File: config.mk
export PLATFORM = sky130hd
export DESIGN_NAME = pbp_top
export DESIGN_NICKNAME = d
export VERILOG_FILES = /design/src/rtl/pbp_pkg.sv /design/src/rtl/pbp_top.sv /design/src/rtl/pbp_sync3.sv
export VERILOG_INCLUDE_DIRS = /design/src /design/src/rtl
export SDC_FILE = /design/constraint.sdc
export NUM_CORES = 1
export LEC_CHECK = 0
export BUFFER_PORTS_ARGS = -buffer_cell sky130_fd_sc_hd__buf_2
export CAP_MARGIN = 20
export CORE_MARGIN = 1
export CORE_UTILIZATION = 43
export DETAILED_ROUTE_END_ITERATION = 16
export PLACE_DENSITY = 0.59
export SYNTH_ARGS = -nofsm -noshare
export SYNTH_HDL_FRONTEND = slang
export SYNTH_SLANG_ARGS = --single-unit
File: constraint.sdc
create_clock -name clk -period 4.13 [get_ports clk]
set_input_delay 0.413 -clock clk [delete_from_list [all_inputs] [get_ports clk]]
set_output_delay 0.413 -clock clk [all_outputs]
set_load 0.02 [all_outputs]
File: src/rtl/pbp_defs.svh
// Purpose: Constants for the port blink/PWM control block
// Assumes: 8-bit register addresses, 10 MHz system clock
// Notes:   Offsets are the register addresses as seen by the host
`ifndef PBP_DEFS_SVH
`define PBP_DEFS_SVH

// Register addresses
`define PBP_ADDR_SAMPLE_LO   8'h00
`define PBP_ADDR_SAMPLE_HI   8'h01
`define PBP_ADDR_PH0_LO      8'h02
`define PBP_ADDR_PH0_HI      8'h03
`define PBP_ADDR_DIR_LO      8'h06
`define PBP_ADDR_DIR_HI      8'h07
`define PBP_ADDR_PH1_LO      8'h0a
`define PBP_ADDR_PH1_HI      8'h0b
`define PBP_ADDR_MASTER      8'h0e
`define PBP_ADDR_SETUP       8'h0f
`define PBP_ADDR_INTEN_BASE  8'h10
`define PBP_ADDR_INTEN_LAST  8'h17

// Setup register fields
`define PBP_CFG_PHASE_EN     0
`define PBP_CFG_SWAP         1
`define PBP_CFG_GLOBAL       2
`define PBP_CFG_IRQ_EN       3
`define PBP_CFG_AUX_PH0      4
`define PBP_CFG_AUX_PH1      5
`define PBP_CFG_PIN_STAT     6
`define PBP_CFG_CHG_STAT     7

// Reset values
`define PBP_RST_DIR          16'hffff
`define PBP_RST_PHASE        16'hffff
`define PBP_RST_MASTER       8'h00
`define PBP_RST_SETUP        6'h00
`define PBP_RST_INTEN        64'h0000_0000_0000_0000

// Timing
`define PBP_CLK_HZ           10000000
`define PBP_OSC_HZ           32000
`define PBP_PWM_STEPS        240
`define PBP_SLOT_CYCLES      16
`define PBP_FULL_SCALE       4'hf

`endif

File: src/rtl/pbp_pkg.sv
// Purpose: Types for the port blink/PWM control block
// Assumes: Sixteen ports plus one phase pin sampled together
// Notes:   Constants live in pbp_defs.svh
package pbp_pkg;

  typedef struct packed {
    logic [16:0] s1;
    logic [16:0] s2;
    logic [16:0] s3;
    logic [16:0] stable;
  } pbp_sync_s;

  typedef struct packed {
    logic [15:0] dir;
    logic [15:0] ph0;
    logic [15:0] ph1;
    logic [5:0]  setup;
    logic [7:0]  master;
    logic [63:0] inten;
    logic [15:0] snap;
    logic        chg_flag;
    logic [8:0]  osc_cnt;
    logic [7:0]  step;
    logic [15:0] drv_low;
    logic        aux_low;
    logic [7:0]  rdata;
    logic        rvalid;
  } pbp_state_s;

endpackage : pbp_pkg

File: src/rtl/pbp_top.sv
// Purpose: Open-drain 16-port expander core with two phase banks and PWM
// Assumes: Serial host front end delivers decoded register reads and writes
// Notes:   Read data returns one cycle after the read strobe
`timescale 1ns/1ps
`default_nettype none
`include "pbp_defs.svh"

// Functional notes
// Setup bit 6 reads synced phase pin
// Bit 7 change flag; irq low when set
// Enabled: phase is swap XOR phase pin
// Disabled: phase 0 bank alone drives
// Phase bit 1 releases, 0 drives low
// Direction 1 input, 0 output; readable
// Inputs read at 0x00 and 0x01
// Phase registers read stored value
// Seventeenth output uses two setup bits
// 32kHz tick; stopped when PWM off
// 240 steps, 15 slots of 16
// Master gates 1 to 15 slots
// Individual nibbles or one global nibble
// Static and PWM outputs mix freely
// Host may fill phase 1 with ones
// Master zero disables PWM, all static
// Full scale ignores master, static
// Irq disabled: aux pin follows phase bits
// Phase pin synchronised before use
// Gated-on steps apply phase bit, else release
module pbp_top (
  input  wire logic        clk,
  input  wire logic        rstn,
  input  wire logic [7:0]  reg_addr,
  input  wire logic [7:0]  reg_wdata,
  input  wire logic        reg_wr,
  input  wire logic        reg_rd,
  output logic      [7:0]  reg_rdata,
  output logic             reg_rvalid,
  input  wire logic [15:0] port_pins_in,
  output logic      [15:0] port_pins_out,
  output logic      [15:0] port_pins_oe,
  input  wire logic        phase_pin,
  output logic             irq_or_aux_output_pin_out,
  output logic             irq_or_aux_output_pin_oe
);

  localparam int unsigned OSC_DIV = `PBP_CLK_HZ / `PBP_OSC_HZ;
  localparam logic [8:0]  OSC_LAST = 9'(OSC_DIV - 1);
  localparam logic [7:0]  STEP_LAST = 8'(`PBP_PWM_STEPS - 1);

  pbp_pkg::pbp_state_s r;
  pbp_pkg::pbp_state_s next_r;

  logic [16:0] sync_out;
  logic [15:0] pin_sample_bit;
  logic        phase_pin_s;

  // Gate for one output: 1 means the phase bit is applied this step
  function automatic logic pwm_gate(
    input logic [3:0] master,
    input logic [3:0] level,
    input logic [7:0] step
  );
    logic [3:0] slot;
    logic [3:0] cyc;
    slot = step[7:4];
    cyc  = step[3:0];
    if (level == `PBP_FULL_SCALE) begin
      pwm_gate = 1'b1;
    end else if (master == 4'h0) begin
      pwm_gate = 1'b1;
    end else begin
      pwm_gate = (slot < master) && (cyc <= level);
    end
  endfunction : pwm_gate

  pbp_sync3 u_sync (
    .clk      (clk),
    .rstn     (rstn),
    .async_in ({phase_pin, port_pins_in}),
    .stable   (sync_out)
  );

  assign pin_sample_bit = sync_out[15:0];
  assign phase_pin_s    = sync_out[16];

  always_comb begin
    logic       phase_sel;
    logic       lvl_bit;
    logic [3:0] lvl;
    logic [15:0] chg;
    logic       clr_chg;
    phase_sel = 1'b0;
    lvl_bit   = 1'b0;
    lvl       = 4'h0;
    chg       = 16'h0000;
    clr_chg   = 1'b0;
    next_r    = r;
    next_r.rvalid = reg_rd;

    // Active phase bank selection
    if (r.setup[`PBP_CFG_PHASE_EN]) begin
      phase_sel = r.setup[`PBP_CFG_SWAP] ^ phase_pin_s;
    end else begin
      phase_sel = 1'b0;
    end

    // Oscillator tick and PWM step counter, held in reset while PWM is off
    if (r.master[7:4] == 4'h0) begin
      next_r.osc_cnt = 9'h000;
      next_r.step    = 8'h00;
    end else if (r.osc_cnt == OSC_LAST) begin
      next_r.osc_cnt = 9'h000;
      if (r.step == STEP_LAST) begin
        next_r.step = 8'h00;
      end else begin
        next_r.step = r.step + 8'h01;
      end
    end else begin
      next_r.osc_cnt = r.osc_cnt + 9'h001;
    end

    // Port outputs: each pin has its own level unless the global bit is set, so static and PWM mix
    for (int k = 0; k < 16; k++) begin
      lvl_bit = phase_sel ? r.ph1[k] : r.ph0[k];
      if (r.setup[`PBP_CFG_GLOBAL]) begin
        lvl = r.master[3:0];
      end else begin
        lvl = r.inten[4*k +: 4];
      end
      // Input direction releases the pin regardless of the bank
      next_r.drv_low[k] = !r.dir[k] && !lvl_bit && pwm_gate(r.master[7:4], lvl, r.step);
    end

    // Input change detection on pins configured as inputs
    chg = (pin_sample_bit ^ r.snap) & r.dir;
    if (reg_rd && ((reg_addr == `PBP_ADDR_SAMPLE_LO) || (reg_addr == `PBP_ADDR_SAMPLE_HI))) begin
      clr_chg     = 1'b1;
      next_r.snap = pin_sample_bit;
    end
    // A change seen in the clearing cycle keeps the flag set
    if (chg != 16'h0000) begin
      next_r.chg_flag = 1'b1;
    end else if (clr_chg) begin
      next_r.chg_flag = 1'b0;
    end

    // Seventeenth output or shared interrupt
    if (r.setup[`PBP_CFG_IRQ_EN]) begin
      next_r.aux_low = r.chg_flag;
    end else begin
      lvl_bit = phase_sel ? r.setup[`PBP_CFG_AUX_PH1] : r.setup[`PBP_CFG_AUX_PH0];
      next_r.aux_low = !lvl_bit && pwm_gate(r.master[7:4], r.master[3:0], r.step);
    end

    // Register writes; read-only addresses ignore writes
    if (reg_wr) begin
      if (reg_addr == `PBP_ADDR_PH0_LO) begin
        next_r.ph0[7:0] = reg_wdata;
      end else if (reg_addr == `PBP_ADDR_PH0_HI) begin
        next_r.ph0[15:8] = reg_wdata;
      end else if (reg_addr == `PBP_ADDR_PH1_LO) begin
        next_r.ph1[7:0] = reg_wdata;
      end else if (reg_addr == `PBP_ADDR_PH1_HI) begin
        next_r.ph1[15:8] = reg_wdata;
      end else if (reg_addr == `PBP_ADDR_DIR_LO) begin
        next_r.dir[7:0] = reg_wdata;
      end else if (reg_addr == `PBP_ADDR_DIR_HI) begin
        next_r.dir[15:8] = reg_wdata;
      end else if (reg_addr == `PBP_ADDR_MASTER) begin
        next_r.master = reg_wdata;
      end else if (reg_addr == `PBP_ADDR_SETUP) begin
        // Status bits 7 and 6 are not writable
        next_r.setup = reg_wdata[5:0];
      end else if ((reg_addr >= `PBP_ADDR_INTEN_BASE) && (reg_addr <= `PBP_ADDR_INTEN_LAST)) begin
        next_r.inten[8*reg_addr[2:0] +: 8] = reg_wdata;
      end
    end

    // Register reads, returned from a flop one cycle later
    if (reg_rd) begin
      if (reg_addr == `PBP_ADDR_SAMPLE_LO) begin
        next_r.rdata = pin_sample_bit[7:0];
      end else if (reg_addr == `PBP_ADDR_SAMPLE_HI) begin
        next_r.rdata = pin_sample_bit[15:8];
      end else if (reg_addr == `PBP_ADDR_PH0_LO) begin
        next_r.rdata = r.ph0[7:0];
      end else if (reg_addr == `PBP_ADDR_PH0_HI) begin
        next_r.rdata = r.ph0[15:8];
      end else if (reg_addr == `PBP_ADDR_PH1_LO) begin
        next_r.rdata = r.ph1[7:0];
      end else if (reg_addr == `PBP_ADDR_PH1_HI) begin
        next_r.rdata = r.ph1[15:8];
      end else if (reg_addr == `PBP_ADDR_DIR_LO) begin
        next_r.rdata = r.dir[7:0];
      end else if (reg_addr == `PBP_ADDR_DIR_HI) begin
        next_r.rdata = r.dir[15:8];
      end else if (reg_addr == `PBP_ADDR_MASTER) begin
        next_r.rdata = r.master;
      end else if (reg_addr == `PBP_ADDR_SETUP) begin
        next_r.rdata = {r.chg_flag, phase_pin_s, r.setup};
      end else if ((reg_addr >= `PBP_ADDR_INTEN_BASE) && (reg_addr <= `PBP_ADDR_INTEN_LAST)) begin
        next_r.rdata = r.inten[8*reg_addr[2:0] +: 8];
      end else begin
        next_r.rdata = 8'h00;
      end
    end
  end

  always_ff @(posedge clk or negedge rstn) begin
    if (!rstn) begin
      r          <= '0;
      r.dir      <= `PBP_RST_DIR;
      r.ph0      <= `PBP_RST_PHASE;
      r.ph1      <= `PBP_RST_PHASE;
      r.setup    <= `PBP_RST_SETUP;
      r.master   <= `PBP_RST_MASTER;
      r.inten    <= `PBP_RST_INTEN;
    end else begin
      r <= next_r;
    end
  end

  // Open drain: the pins only ever sink, so the data side is a constant low
  assign port_pins_out             = 16'h0000;
  assign port_pins_oe              = r.drv_low;
  assign irq_or_aux_output_pin_out = 1'b0;
  assign irq_or_aux_output_pin_oe  = r.aux_low;
  assign reg_rdata                 = r.rdata;
  assign reg_rvalid                = r.rvalid;

endmodule : pbp_top

`default_nettype wire

File: src/rtl/pbp_sync3.sv
// Purpose: Three-stage synchroniser for the port pins and the phase pin
// Assumes: Inputs are asynchronous to clk
// Notes:   Output changes only when stages two and three agree
`timescale 1ns/1ps
`default_nettype none

module pbp_sync3 (
  input  wire logic        clk,
  input  wire logic        rstn,
  input  wire logic [16:0] async_in,
  output logic      [16:0] stable
);

  pbp_pkg::pbp_sync_s r;
  pbp_pkg::pbp_sync_s next_r;

  always_comb begin
    next_r    = r;
    next_r.s1 = async_in;
    next_r.s2 = r.s1;
    next_r.s3 = r.s2;
    for (int i = 0; i < 17; i++) begin
      // Two agreeing stages filter a single-cycle metastable settle
      if (r.s2[i] == r.s3[i]) begin
        next_r.stable[i] = r.s3[i];
      end
    end
  end

  always_ff @(posedge clk or negedge rstn) begin
    if (!rstn) begin
      r <= '0;
    end else begin
      r <= next_r;
    end
  end

  assign stable = r.stable;

endmodule : pbp_sync3

`default_nettype wire

==> results of run 1 <==
-- cell usage in the layout, fill, tap and decap left out, types with 28 or more instances in the layout --
master / netlist / final
o21ai_0: 41 / 41
ha_1: 78 / 78
mux2_2: 154 / 154
dfstp_2: 48 / 48
clkbuf_16: 0 / 28
a21oi_1: 115 / 115
dfrtp_1: 206 / 206
nand2_1: 63 / 63
buf_2: 21 / 61
inv_1: 42 / 42
-- sequential cells by signal, indices dropped and copies added (netlist names) --
register and flops:
r 160, u_sync.next_r 34, u_sync.r 17, u_sync.stable 17, port_pins_oe 16, reg_rdata 8
irq_or_aux_output_pin_oe 1, reg_rvalid 1
-- stage by stage --
step | area (um2) | instances | hold WS, ns
after floorplan | 13960 | 1213 | 0.1174
after global placement | 14270 | 1588 | 0.3340
after detailed placement | 14270 | 1588 | 0.3355
after CTS | 15510 | 1657 | 0.05221
after global routing | 15510 | 1657 | 0.05975
final | 15520 | 1658 | 0.07253
-- cells by family after synthesis --
family,after synthesis,synth area share [%]
compound gates,268,12.48
xor+xnor,26,1.639
fa+ha+maj,95,8.248
buf+inv,147,5.691
flops,254,46.17
mux,178,15.65
other cells,1,0.02699
simple gates,228,10.09
-- worst paths after layout --
check                                                  from                           to  slack [ns]  cells after the start
worst max-delay path                     r[134]$_DFFE_PN0P_    port_pins_oe[6]$_DFF_PN0_        1.03                      8
worst min-delay path                                 reg_rd         reg_rvalid$_DFF_PN0_        0.07                      1
worst max register to register           r[134]$_DFFE_PN0P_    port_pins_oe[6]$_DFF_PN0_        1.03                      8
worst min register to register  u_sync.next_r[36]$_DFF_PN0_  u_sync.next_r[19]$_DFF_PN0_        0.35                      0
max in group asynchronous                              rstn            r[80]$_DFFE_PN0P_        2.72                      3
min in group asynchronous                              rstn              r[37]$_DFF_PN0_        0.38                      2
-- power breakdown --
part	switching [mW]	internal [mW]
registers	0.142	2.67
clock network	1.05	1.78
logic	0.462	0.304
total	1.65	4.75
-- per-layer routing --
| metal | up-vias | track usage [%] | routed length, um |
|---|---|---|---|
| li1 | 4452 | - | - |
| met1 | 4944 | 34.70 | 17660 |
| met2 | 361 | 36.42 | 17550 |
| met3 | 63 | 3.730 | 2581 |
| met4 | 2 | 6.407 | 950 |
| met5 | - | 0 | 9 |
-- area by class of cell --
cell class | instances | area, um2 | area share [%]
diodes | 1 | 2.502 | 0.01613
multi-input cells | 812 | 6749 | 43.50
clock buffers | 36 | 780.7 | 5.032
repair buffers | 93 | 610.6 | 3.935
flip-flops and latches | 254 | 6416 | 41.35
well taps | 402 | 503.0 | 3.242
inverters | 45 | 168.9 | 1.089
clock inverters | 15 | 285.3 | 1.839
==> impl_metrics.tcl, run 1 <==
set metrics [dict create \
    status "complete, no violations" \
    num_vias 9822 \
    p_per_area_mw_per_mm2 412.5 \
    synth_edf_count 0 \
    antenna_found_initial 4 \
    synth-seq-cells 254 \
    drt_wl_total_mm 38.74 \
    hold_viol_final 0 \
    yosysTopAreaCell "dfrtp_1" \
    syn_area_mm2 0.01390 \
    critical_path_class "flip-flop to flip-flop" \
    firstDrtPassIters 6 \
    cts_inserted_buffers 28 \
    relSlewSlack_pct 35.81 \
    leakagePower_nw 6.993 \
    grt_pass1_wl_mm 59.48 \
    gp_congestion 0.9370 \
    synth_warnings 0 \
    port-buffer-count 62 \
    hold_path.class "input port to flip-flop" \
    slowest_stage "nor2_2" \
    ctsLongestPathBuffers 3 \
    dieHeight_um 181.8 \
    critPathMostFrequentCell "a21oi_1" \
    async_reset_ff_share_pct 100.0 \
    grtUsageTotal_pct 23.72 \
    dr.first_iter.drc_count 902 \
    drive_above_1_share_pct 30.12 \
    cts_tree "built" \
    synth_area_leaders "dfrtp_1 (37%), mux2_2 (12%), dfstp_2 (9.1%)" \
    ant_nets 0 \
    fin_crit_ns 3.095 \
    grt_overflow_total 0 \
    final.period_utilization_pct 74.94 \
    maxCapViolCount 0 \
    ys.flop_type "dfrtp_1" \
    clk_pin_slew_ns 0.06 \
    ys_seq_area_share_pct 46.17 \
    h-tree-depth 1 \
    rows 65 \
    die_area_mm2 0.03304 \
    fin_nets 1349 \
    fillCellCount 2845 \
    critPathMaxFanout 23 \
    core_area_mm2 0.03164 \
    final_core_util_pct 49.04 \
    cts_resized 0 \
    ir_drop_mv 0.3443 \
    cts_sinks 254 \
    totalPowerFinal_mw 6.400 \
    dp_hpwl_mm 27.60 \
    syn_avg_cell_area_um2 11.61 \
    slew_viol_final 0 \
    grt_max_degree 104 \
    max_stage_delay_ns 0.63 \
    rsz0062_at_grt "no" \
    wire_per_inst_um 23.37 \
    areaGrowthSynthToFinish_pct 11.66 \
    synth_common_cells "dfrtp_1 (206), mux2_2 (154), a21oi_1 (115)" \
    drcViolationCount 0 \
    worstPathCellList "inv_2 -> nor2_2 -> a21oi_1 -> ha_1 -> a21oi_1 -> o21ai_0 -> a221o_1 -> a311oi_1" \
    final.setup.tns_ns 0 \
    worstPathRequired_ns 4.52 \
    post-place-ws_ns 0.9043 \
    yosysMostFrequentCell "dfrtp_1" \
    startpoint_type "flip-flop" \
    avgViaCountPerCell 5.924 \
    setup_viol 0 \
    ios 80 \
    max_freq_mhz 323.1 \
    start_util_pct 43.92 \
    setup_ws_ns 1.035 \
    critPathArrivalTime_ns 3.48 \
    crit_path_end_kind "flip-flop" \
    dieWidth_um 181.8 \
    critPathBufInv 1 \
    tightest_slew_ns 0.9629 \
    cts_setup_buffers 0 \
    grt_pass1_vias 9498 \
    synthCells 1197 \
    yosysTopAreaCellShare_pct 37.10 \
    clock-root-buffer "clkbuf_16" \
    synth.distinct_cells 65 \
    holdBufCountCts 18 \
    insertion_delay_ns 0.57 \
    fin_worst_skew_ns 0.01925 \
    crit_family "compound AO/OA/AOI/OAI gates" \
]
No activity file was read; power rests on OpenSTA's default activity.
==> inputs of run 2 (changes only) <==
ABC_AREA = 1   (was not set)
clock period = 3.2 ns   (was 4.13 ns; I/O delays follow)
==> impl_metrics.tcl, run 2 <==
set metrics [dict create \
    status "complete, no violations" \
    hold_viol_final 0 \
    max_freq_mhz 355.6 \
    avgViaCountPerCell 5.433 \
    ir_drop_mv 0.4520 \
    clk_pin_slew_ns 0.07 \
    worstPathRequired_ns 3.61 \
    slowest_stage "dfrtp_1" \
    synth_warnings 0 \
    synth_area_leaders "dfrtp_1 (37%), nand2_1 (13%), dfstp_2 (9.0%)" \
    r2r_end "port_pins_oe[11]$_DFF_PN0_" \
    ios 80 \
    crit_family "compound AO/OA/AOI/OAI gates" \
    grt_overflow_total 0 \
    ys.flop_type "dfrtp_1" \
    tightest_slew_ns 0.7950 \
    worst_r2r_path_depth 10 \
    hold_depth 3 \
    met3_wirelength_mm 2.903 \
    synth_edf_count 0 \
    insertion_delay_ns 0.56 \
    leakagePower_nw 7.192 \
    design_area_mm2 0.01564 \
    start_util_pct 44.01 \
    final.period_utilization_pct 87.87 \
    postPlaceCellArea_mm2 0.01446 \
    top_register "r" \
    fin_worst_skew_ns 0.01407 \
    ys_seq_area_share_pct 45.96 \
    grt_pass1_vias 11234 \
    setup_viol 0 \
    areaGrowthSynthToFinish_pct 12.03 \
    syn_area_mm2 0.01396 \
    async_reset_ff_share_pct 100.0 \
    drt_wl_total_mm 41.12 \
    rsz0062_at_grt "no" \
    critPathArrivalTime_ns 3.23 \
    synthCells 1689 \
    largest_reg_flops 160 \
    final_common_cell "nand2_1" \
    m1WireLength_mm 19.20 \
    max_stage_delay_ns 0.63 \
    final_cell_mix "nand2_1 (473), dfrtp_1 (206), inv_1 (166), a21oi_1 (145), o21ai_0 (141)" \
    wire_per_inst_um 19.04 \
    wl_met2_mm 18.00 \
    syn_avg_cell_area_um2 8.265 \
    final_core_util_pct 49.31 \
    yosysMostFrequentCell "nand2_1" \
    rr_startpoint "r[134]$_DFFE_PN0P_" \
    synth_common_cells "nand2_1 (473), dfrtp_1 (206), inv_1 (166)" \
    grt_pass1_wl_mm 64.92 \
    r2r_slack_ns 0.39 \
    dieWidth_um 182.2 \
    maxCapViolCount 0 \
    grt_max_degree 102 \
    hold_path.class "input port to flip-flop" \
    hold_path.startpoint "reg_wdata[1]" \
    hold_end "r[109]$_DFFE_PN0P_" \
    drcViolationCount 0 \
    fin_crit_ns 2.812 \
    drive_above_1_share_pct 12.86 \
    fin_nets 1852 \
    rows 65 \
    grtUsageTotal_pct 25.22 \
    cts_sinks 254 \
    p_per_area_mw_per_mm2 503.1 \
    critPathMaxFanout 28 \
    yosysTopAreaCell "dfrtp_1" \
    synth.distinct_cells 51 \
    yosysTopAreaCellShare_pct 36.93 \
    worstPathCellList "inv_1 -> buf_12 -> a21oi_1 -> ha_1 -> inv_1 -> nor2_1 -> o21ai_0 -> a32o_1 -> a21oi_1 -> a211oi_1" \
    relSlewSlack_pct 46.94 \
    crit_path_end_kind "flip-flop" \
    firstDrtPassIters 5 \
    hold_ws_ns 0.09507 \
    synth-seq-cells 254 \
    num_vias 11735 \
    clock-root-buffer "clkbuf_16" \
    dr.first_iter.drc_count 1183 \
    dp_hpwl_mm 29.74 \
    critPathBufInv 3 \
    critical_path_class "flip-flop to flip-flop" \
    antenna_found_initial 0 \
    slew_viol_final 0 \
    top_layer "met4" \
    h-tree-depth 1 \
    ant_nets 0 \
    startpoint_type "flip-flop" \
    cts_tree "built" \
    gp_congestion 0.9341 \
    core_area_mm2 0.03172 \
    antenna_cells 0 \
    cts_inserted_buffers 28 \
    cts_setup_buffers 0 \
    final.setup.tns_ns 0 \
    port-buffer-count 62 \
    die_area_mm2 0.03319 \
    dieHeight_um 182.2 \
    ctsLongestPathBuffers 3 \
]
[run 2: changes by cell type after synthesis, moves of 17 or more]
cell     previous run  this run
a21oi_1           115       145
a221o_1            17         0
and2_1             17         0
inv_1              42       166
mux2_2            154         0
nand2_1            63       473
nand3_1             7        62
nor2_1             21        50
o21ai_0            41       141
o21ai_1             0        33
[run 2: stage by stage]
stage / setup WS, ns / power [mW] / instances
floorplan: 0.8285 / 4.191 / 1705
global placement: 0.4979 / 4.495 / 2089
detailed placement: 0.4234 / 4.509 / 2089
CTS: 0.3573 / 7.934 / 2159
global route: 0.1495 / 8.194 / 2160
finish: 0.3881 / 7.867 / 2160
[run 2: cell type report]
type | instances | area, um2
well taps | 402 | 503.0
flip-flops and latches | 254 | 6416
clock inverters | 11 | 185.2
repair buffers | 104 | 728.2
fillers | 3073 | 16080
clock buffers | 40 | 785.8
multi-input cells | 1169 | 6341
inverters | 180 | 679.4
[run 2: kinds of logic after synthesis]
family	after synthesis	synth area share (%)
compound gates	380	15.26
xor+xnor	9	0.5647
fa+ha+maj	95	8.210
buf+inv	282	9.133
flops	254	45.96
other cells	1	0.02686
simple gates	668	20.84
[run 2: worst register-to-register path, cell delays in order, from the launching register on]
cell and delay [ns]:
dfrtp_1 0.63, inv_1 0.34, buf_12 0.26, a21oi_1 0.27, ha_1 0.31, inv_1 0.06, nor2_1 0.03, o21ai_0 0.15
a32o_1 0.15, a21oi_1 0.07, a211oi_1 0.38
[run 2: worst max path at each step]
stage / from / end / slack, ns / cells past startpoint
3_5_place_dp: r[134]$_DFFE_PN0P_ / port_pins_oe[11]$_DFF_PN0_ / 0.42 / 10
3_3_place_gp: r[134]$_DFFE_PN0P_ / port_pins_oe[11]$_DFF_PN0_ / 0.50 / 10
5_1_grt: r[134]$_DFFE_PN0P_ / port_pins_oe[11]$_DFF_PN0_ / 0.15 / 10
2_1_floorplan: reg_addr[0] / r[60]$_DFFE_PN0P_ / 0.83 / 12
4_1_cts: r[134]$_DFFE_PN0P_ / port_pins_oe[11]$_DFF_PN0_ / 0.36 / 10
6_report: r[134]$_DFFE_PN0P_ / port_pins_oe[11]$_DFF_PN0_ / 0.39 / 10
[run 2: report_power, final]
| part | internal [mW] | switching (mW) |
|---|---|---|
| Combinational | 0.293 | 0.635 |
| Sequential | 3.42 | 0.132 |
| Clock | 2.04 | 1.35 |
| Total | 5.75 | 2.12 |
[run 2: per-layer routing]
| metal | vias to the layer above | track usage, % |
|---|---|---|
| li1 | 5635 | - |
| met5 | - | 0 |
| met4 | 0 | 6.588 |
| met1 | 5632 | 37.17 |
| met3 | 59 | 3.612 |
| met2 | 409 | 38.73 |
[run 2: repair_timing]
item	4_1_cts	5_1_grt
hold buffers	19	0
endpoints found under the setup margin	0	0
resized for setup	0	0
endpoints found under the hold margin	65	0
